**src/inc/laie_pkg.sv**
```systemverilog
// constants and types for the latch and interlock executor
package laie_pkg;
	typedef logic [3:0]  laie_op_type;
	typedef logic [3:0]  laie_addr_type;
	typedef logic [15:0] laie_word_type;
	typedef logic [2:0]  laie_flags_type;

	localparam laie_op_type OP_NOP     = 4'h0;
	localparam laie_op_type OP_OUT     = 4'h1;
	localparam laie_op_type OP_OUT_NOT = 4'h2;
	localparam laie_op_type OP_KEEP    = 4'h3;
	localparam laie_op_type OP_RISE    = 4'h4;
	localparam laie_op_type OP_FALL    = 4'h5;
	localparam laie_op_type OP_DELAY      = 4'h6;
	localparam laie_op_type OP_DOWN_COUNT = 4'h7;
	localparam laie_op_type OP_REV_COUNT  = 4'h8;
	localparam laie_op_type OP_GATE_ST = 4'h9;
	localparam laie_op_type OP_GATE_END = 4'ha;
	localparam laie_op_type OP_FLAGS   = 4'hb;

	localparam int unsigned  NUM_BITS     = 16;
	localparam int unsigned  RETAIN_BASE  = 8;
	localparam int unsigned  CLK_PERIOD_NS = 10;
	localparam int unsigned  TIME_UNIT_NS = 10_000_000;
	localparam int unsigned  TICK_CYCLES_DEF = TIME_UNIT_NS / CLK_PERIOD_NS;
	localparam laie_word_type DELAY_SET_VALUE = 16'h0096;
	localparam laie_word_type DOWN_SET_VALUE  = 16'h000a;
	localparam laie_word_type REV_RESET_VALUE = 16'h0000;
	localparam laie_flags_type FLAGS_RST  = 3'h0;
endpackage

```
**src/logic/laie_counter.sv**
```systemverilog
// counting element: down counter or reversible counter
module laie_counter #(
	parameter bit                    REVERSIBLE = 1'b0,
	parameter laie_pkg::laie_word_type SET_VALUE = 16'h0000
) (
	// clock and reset
	input  wire logic              clk,
	input  wire logic              nrst,
	// execution
	input  wire logic              exec,
	input  wire logic              count_in,
	input  wire logic              aux_in,
	// state
	output laie_pkg::laie_word_type present_value
);
	import laie_pkg::*;

	logic prev;

	// input edge remembered only when executed
	always_ff @(posedge clk or negedge nrst) begin
		if (!nrst) begin
			prev <= 1'b0;
		end else if (exec) begin
			prev <= count_in;
		end
	end

	// reversible: aux selects up; down counter: aux resets to set value
	always_ff @(posedge clk or negedge nrst) begin
		if (!nrst) begin
			present_value <= SET_VALUE;
		end else if (exec) begin
			if (!REVERSIBLE && aux_in) begin
				present_value <= SET_VALUE;
			end else if (count_in && !prev) begin
				if (REVERSIBLE && aux_in) begin
					present_value <= present_value + 16'h0001;
				end else if (REVERSIBLE || present_value != 16'h0000) begin
					present_value <= present_value - 16'h0001;
				end
			end
		end
	end
endmodule // laie_counter

```
**src/logic/laie_exec.sv**
```systemverilog
// scan executor for latch coils, pulses, and interlocked sections
module laie_exec #(
	parameter int unsigned TICK_CYCLES = laie_pkg::TICK_CYCLES_DEF
) (
	// clock and reset
	input  wire logic                  CLK_SYS,
	input  wire logic                  NRST,
	// instruction stream, one per cycle
	input  wire logic                  INSTR_VALID,
	input  laie_pkg::laie_op_type      INSTR_OP,
	input  laie_pkg::laie_addr_type    INSTR_ADDR,
	input  wire logic                  INSTR_COND,
	input  wire logic                  INSTR_AUX,
	// bit area and flags
	output laie_pkg::laie_word_type    BITS,
	output laie_pkg::laie_flags_type   FLAGS,
	output logic                       GATE_OFF,
	// timer and counter state
	output laie_pkg::laie_word_type    DELAY_VALUE,
	output logic                       DELAY_DONE,
	output laie_pkg::laie_word_type    DOWN_VALUE,
	output laie_pkg::laie_word_type    REV_VALUE
);
	import laie_pkg::*;

	localparam int unsigned HI_BITS = NUM_BITS - RETAIN_BASE;

	logic [RETAIN_BASE-1:0] lo_bits;
	logic [HI_BITS-1:0]     hi_bits;
	logic [NUM_BITS-1:0]    prev_cond;
	logic [31:0]            div_count;
	logic                   tick;
	logic                   cur;
	logic                   next_we;
	logic                   next_val;
	logic                   next_prev_we;
	logic                   exec_delay;
	logic                   exec_down;
	logic                   exec_rev;

	assign BITS = {hi_bits, lo_bits};
	assign cur  = BITS[INSTR_ADDR];

	// time unit divider
	always_ff @(posedge CLK_SYS or negedge NRST) begin
		if (!NRST) begin
			div_count <= 32'h0;
			tick      <= 1'b0;
		end else if (div_count == 32'(TICK_CYCLES - 1)) begin
			div_count <= 32'h0;
			tick      <= 1'b1;
		end else begin
			div_count <= div_count + 32'h1;
			tick    <= 1'b0;
		end
	end

	// bit instruction evaluation
	always_comb begin
		next_we      = 1'b0;
		next_val     = cur;
		next_prev_we = 1'b0;
		if (INSTR_VALID) begin
			case (INSTR_OP)
				OP_OUT: begin
					next_we  = 1'b1;
					next_val = !GATE_OFF && INSTR_COND;
				end
				OP_OUT_NOT: begin
					next_we  = 1'b1;
					next_val = !GATE_OFF && !INSTR_COND;
				end
				OP_KEEP: begin
					next_we  = !GATE_OFF;
					if (INSTR_AUX) begin
						next_val = 1'b0;
					end else if (INSTR_COND) begin
						next_val = 1'b1;
					end
				end
				OP_RISE: begin
					next_we      = !GATE_OFF;
					next_prev_we = !GATE_OFF;
					next_val     = INSTR_COND && !prev_cond[INSTR_ADDR];
				end
				OP_FALL: begin
					next_we      = !GATE_OFF;
					next_prev_we = !GATE_OFF;
					next_val     = !INSTR_COND && prev_cond[INSTR_ADDR];
				end
				default: begin
					next_we = 1'b0;
				end
			endcase
		end
	end

	// volatile bits cleared on power-up
	always_ff @(posedge CLK_SYS or negedge NRST) begin
		if (!NRST) begin
			lo_bits <= '0;
		end else if (next_we && INSTR_ADDR < 4'(RETAIN_BASE)) begin
			lo_bits[INSTR_ADDR[2:0]] <= next_val;
		end
	end

	// retained area has no reset so it survives power loss
	always_ff @(posedge CLK_SYS) begin
		if (next_we && INSTR_ADDR >= 4'(RETAIN_BASE)) begin
			hi_bits[INSTR_ADDR[2:0]] <= next_val;
		end
	end

	// pulse history frozen while gated off
	always_ff @(posedge CLK_SYS or negedge NRST) begin
		if (!NRST) begin
			prev_cond <= '0;
		end else if (next_prev_we) begin
			prev_cond[INSTR_ADDR] <= INSTR_COND;
		end
	end

	// interlock gate: any OFF start closes until the end
	always_ff @(posedge CLK_SYS or negedge NRST) begin
		if (!NRST) begin
			GATE_OFF <= 1'b0;
		end else if (INSTR_VALID && INSTR_OP == OP_GATE_END) begin
			GATE_OFF <= 1'b0;
		end else if (INSTR_VALID && INSTR_OP == OP_GATE_ST && !INSTR_COND) begin
			GATE_OFF <= 1'b1;
		end
	end

	// flags touched only by the flag load instruction
	always_ff @(posedge CLK_SYS or negedge NRST) begin
		if (!NRST) begin
			FLAGS <= FLAGS_RST;
		end else if (INSTR_VALID && INSTR_OP == OP_FLAGS && !GATE_OFF) begin
			FLAGS <= INSTR_ADDR[2:0];
		end
	end

	assign exec_delay = INSTR_VALID && INSTR_OP == OP_DELAY;
	assign exec_down  = INSTR_VALID && INSTR_OP == OP_DOWN_COUNT && !GATE_OFF;
	assign exec_rev   = INSTR_VALID && INSTR_OP == OP_REV_COUNT && !GATE_OFF;

	laie_timer u_delay (
		.clk           (CLK_SYS),
		.nrst          (NRST),
		.tick          (tick),
		.exec          (exec_delay),
		.cond          (INSTR_COND),
		.gated         (GATE_OFF),
		.present_value (DELAY_VALUE),
		.done          (DELAY_DONE)
	);

	laie_counter #(.REVERSIBLE(1'b0), .SET_VALUE(DOWN_SET_VALUE)) u_down (
		.clk           (CLK_SYS),
		.nrst          (NRST),
		.exec          (exec_down),
		.count_in      (INSTR_COND),
		.aux_in        (INSTR_AUX),
		.present_value (DOWN_VALUE)
	);

	laie_counter #(.REVERSIBLE(1'b1), .SET_VALUE(REV_RESET_VALUE)) u_rev (
		.clk           (CLK_SYS),
		.nrst          (NRST),
		.exec          (exec_rev),
		.count_in      (INSTR_COND),
		.aux_in        (INSTR_AUX),
		.present_value (REV_VALUE)
	);
endmodule // laie_exec

```
**src/logic/laie_timer.sv**
```systemverilog
// on-delay element: decrementing from set value per time unit
module laie_timer (
	// clock and reset
	input  wire logic              clk,
	input  wire logic              nrst,
	// time base and execution
	input  wire logic              tick,
	input  wire logic              exec,
	input  wire logic              cond,
	input  wire logic              gated,
	// state
	output laie_pkg::laie_word_type present_value,
	output logic                   done
);
	import laie_pkg::*;

	logic pending;

	// tick held until the element executes; a tick wins over consumption
	always_ff @(posedge clk or negedge nrst) begin
		if (!nrst) begin
			pending <= 1'b0;
		end else if (tick) begin
			pending <= 1'b1;
		end else if (exec) begin
			pending <= 1'b0;
		end
	end

	always_ff @(posedge clk or negedge nrst) begin
		if (!nrst) begin
			present_value <= DELAY_SET_VALUE;
			done          <= 1'b0;
		end else if (exec) begin
			if (gated || !cond) begin
				present_value <= DELAY_SET_VALUE;
				done          <= 1'b0;
			end else if (present_value == 16'h0000) begin
				done <= 1'b1;
			end else if (pending) begin
				present_value <= present_value - 16'h0001;
				done          <= (present_value == 16'h0001);
			end
		end
	end
endmodule // laie_timer

```
**config.mk**
```make
export PLATFORM = sky130hd
export DESIGN_NAME = laie_exec
export DESIGN_NICKNAME = d
export VERILOG_FILES = /design/src/inc/laie_pkg.sv /design/src/logic/laie_counter.sv /design/src/logic/laie_exec.sv /design/src/logic/laie_timer.sv
export SDC_FILE = /design/constraint.sdc
export NUM_CORES = 1
export LEC_CHECK = 0
export BUFFER_PORTS_ARGS = -buffer_cell sky130_fd_sc_hd__buf_2
export CAP_MARGIN = 40
export CORE_MARGIN = 8
export CORE_UTILIZATION = 45
export CTS_CLUSTER_DIAMETER = 60
export DETAILED_ROUTE_END_ITERATION = 6
export PLACE_DENSITY_LB_ADDON = 0.1
export SLEW_MARGIN = 40
export SYNTH_ARGS = -nofsm -noshare
export SYNTH_HDL_FRONTEND = slang
export SYNTH_SLANG_ARGS = --single-unit
```
**constraint.sdc**
```tcl
create_clock -name CLK_SYS -period 3.3 [get_ports CLK_SYS]
set_clock_uncertainty 0.1 [all_clocks]
set_input_delay 0.66 -clock CLK_SYS [delete_from_list [all_inputs] [get_ports CLK_SYS]]
set_output_delay 0.66 -clock CLK_SYS [all_outputs]
set_load 0.02 [all_outputs]
```
==> flow_metrics.tcl <==
set metrics [dict create \
    synthArstFlopShare 0.934 \
    period_needed_ns 2.75 \
    outcome "finished, final reports clean" \
    htreeDepth 4 \
    n_antenna_cell 0 \
    p_per_area_nw_per_um2 503 \
    critPathLaunchType "input pin" \
    grt_pass1_wl_um 25100 \
    syn-num-nets 672 \
    route.vias.total 5026 \
    initial_utilization 0.454 \
    place.gp.congestion 0.857 \
    clock_sinks 121 \
    vias_per_cell 5.43 \
    drv_slew 0 \
    path_clk_slew_ns 0.06 \
    final-setup-viol-count 0 \
    hold_slack_ns 0.0707 \
    critPathCaptureType "flip-flop" \
    postRouteAntennaNets 0 \
    root_buffer "clkbuf_16" \
    critical_path_class "input pin to flip-flop" \
    critical_path_required_ns 3.56 \
    coreArea_um2 14400 \
    drv_cap 0 \
    post_dp_cell_area_um2 7190 \
    drcViolationCount 0 \
    max-vdd-ir-drop_uv 324 \
    wirelength_um 14600 \
    arrival_ns 3.00 \
    cts_buffers 17 \
    drive_above_1_share 0.200 \
    fmax_ghz 0.364 \
    max-clock-path-buffers 2 \
    cts_tree "built" \
    synthToLayoutAreaGrowth_pct 18.8 \
    final_common_cell "dfrtp_1" \
    hp-class "input pin to asynchronous set/reset pin" \
    port-buffer-count 81 \
    p_leak_nw 3.69 \
    cts_setup_buffers 0 \
    worst_pin_slew_ns 0.723 \
    grt_max_degree 56 \
    yosysWarnings 0 \
    hpwl_um 10600 \
    nets 762 \
    rsz0062_at_grt "false" \
    grt_overflow 0 \
    rows 44 \
    finalCritPeriodShare 0.832 \
    die_area_um2 18600 \
    yosysUniqueCellTypes 57 \
    clkLatencyLatePin_ns 0.42 \
    holdBufCountCts 0 \
    slew_headroom 0.516 \
    tns_ns 0 \
    netlist_area_um2 6530 \
    grt.total_usage 0.167 \
    die_y_um 136 \
    ys_seq_elements 121 \
    post_drt_wl_per_cell_um 15.8 \
    ios 82 \
    worstPathMaxFanout 16 \
    first_global_vias 5074 \
    avgSynthCellArea_um2 10.2 \
    firstDrtPassIters 4 \
    antenna_found_initial 0 \
    synth_edf_count 8 \
    ctsResizeCount 0 \
    final_cell_mix "dfrtp_1 (107), nor2_1 (81), buf_2 (80)" \
    ys_seq_area_frac 0.471 \
    fillCellCount 1285 \
    synth_ff_type "dfrtp_1" \
    synthesis.instances 638 \
    fin_area_um2 7750 \
    finalHoldViolCount 0 \
    fp.dieW_um 136 \
    drtIter0Drc 254 \
]
[logic make-up (layout without fill, tap and decap cells)]
kind of cell / after synthesis / count (layout) / synth area share
compound gates: 86 / 86 / 0.0876
xor+xnor: 63 / 63 / 0.0845
fa+ha+maj: 21 / 21 / 0.0414
buf+inv: 40 / 143 / 0.0247
flops: 121 / 121 / 0.471
mux: 44 / 44 / 0.0935
simple gates: 263 / 263 / 0.197
[Yosys cell counts (5+ instances only)]
cell type | n | area share
o21a_1 | 7 | 0.0080
nand3_1 | 21 | 0.016
nor4_1 | 14 | 0.013
ha_1 | 20 | 0.038
xor2_1 | 31 | 0.042
nor2b_1 | 9 | 0.0086
clkbuf_1 | 16 | 0.0092
nand4_1 | 12 | 0.011
mux2_1 | 24 | 0.041
o21ai_0 | 5 | 0.0038
nand3b_1 | 5 | 0.0057
edfxtp_1 | 8 | 0.037
nor3_1 | 18 | 0.014
dfrtp_1 | 107 | 0.41
dfstp_2 | 6 | 0.024
o31ai_1 | 6 | 0.0069
nor2_1 | 81 | 0.047
or3_1 | 9 | 0.0086
mux2_2 | 6 | 0.010
a21o_1 | 9 | 0.010
a21oi_1 | 18 | 0.014
inv_1 | 17 | 0.0098
nand2b_1 | 11 | 0.011
nand2_1 | 59 | 0.034
o21ai_1 | 17 | 0.013
and4_1 | 5 | 0.0067
xnor2_1 | 32 | 0.043
mux4_2 | 8 | 0.028
[critical path: stages]
cell     delay (ns)
buf_2          0.17
mux4_1         0.58
mux4_2         0.50
xnor2_1        0.15
nor2_1         0.06
or3_1          0.32
a32oi_2        0.20
buf_4          0.22
mux2_1         0.15
[sequential cells by signal (all words and copies together) (netlist names)]
signal                 flops
FLAGS                      3
GATE_OFF                   1
div_count                 32
hi_bits                    8
lo_bits                    8
prev_cond                 16
tick                       1
u_delay.done               1
u_delay.pending            1
u_delay.present_value     16
u_down.present_value      16
u_down.prev                1
u_rev.present_value       16
u_rev.prev                 1
[layout make-up]
type / count / area, µm² / area share
timing repair buffer: 93 / 510 / 0.0658
clock inverter: 8 / 68.8 / 0.00887
inverter: 18 / 67.6 / 0.00871
multi-input combinational: 477 / 3310 / 0.427
clock buffer: 24 / 492 / 0.0634
sequential: 121 / 3080 / 0.397
tap: 184 / 230 / 0.0297
[metrics by stage]
stage | instances | power [W] | util | worst slack (ns)
2_1_floorplan | 638 | 0.00200 | - | 0.283
3_3_place_gp | 893 | 0.00217 | 0.500 | 0.192
3_5_place_dp | 893 | 0.00218 | 0.500 | 0.114
4_1_cts | 925 | 0.00394 | 0.539 | 0.552
5_1_grt | 925 | 0.00407 | 0.540 | 0.306
6_report | 925 | 0.00390 | 0.540 | 0.554
[routing by layer]
| metal | GRT usage | vias up | share of wire |
|---|---|---|---|
| li1 | - | 2457 | - |
| met1 | 0.213 | 2462 | 0.46 |
| met2 | 0.271 | 88 | 0.49 |
| met3 | 0.0399 | 19 | 0.042 |
| met4 | 0.0598 | 0 | 0.014 |
| met5 | 0 | - | 0 |
[power by group]
group          leakage [nW]  switching [W]  internal [W]
logic                  1.82       0.000321      0.000193
registers              1.58      0.0000629       0.00158
clock network         0.284       0.000637       0.00111
total                  3.69        0.00102       0.00288
[worst paths after layout]
path                                               start                        end  slack, ns  cells after the start
worst max-delay path                       INSTR_ADDR[0]                 lo_bits[6]       0.55                      9
worst min-delay path                                NRST  u_delay.present_value[12]       0.07                      1
worst max register to register  u_delay.present_value[6]  u_delay.present_value[11]       0.56                      7
worst min register to register                      tick            u_delay.pending       0.33                      1
max in group asynchronous                           NRST   u_delay.present_value[4]       2.25                      2
min in group CLK_SYS                                tick            u_delay.pending       0.33                      1
No activity file was read; power rests on OpenSTA's default activity.
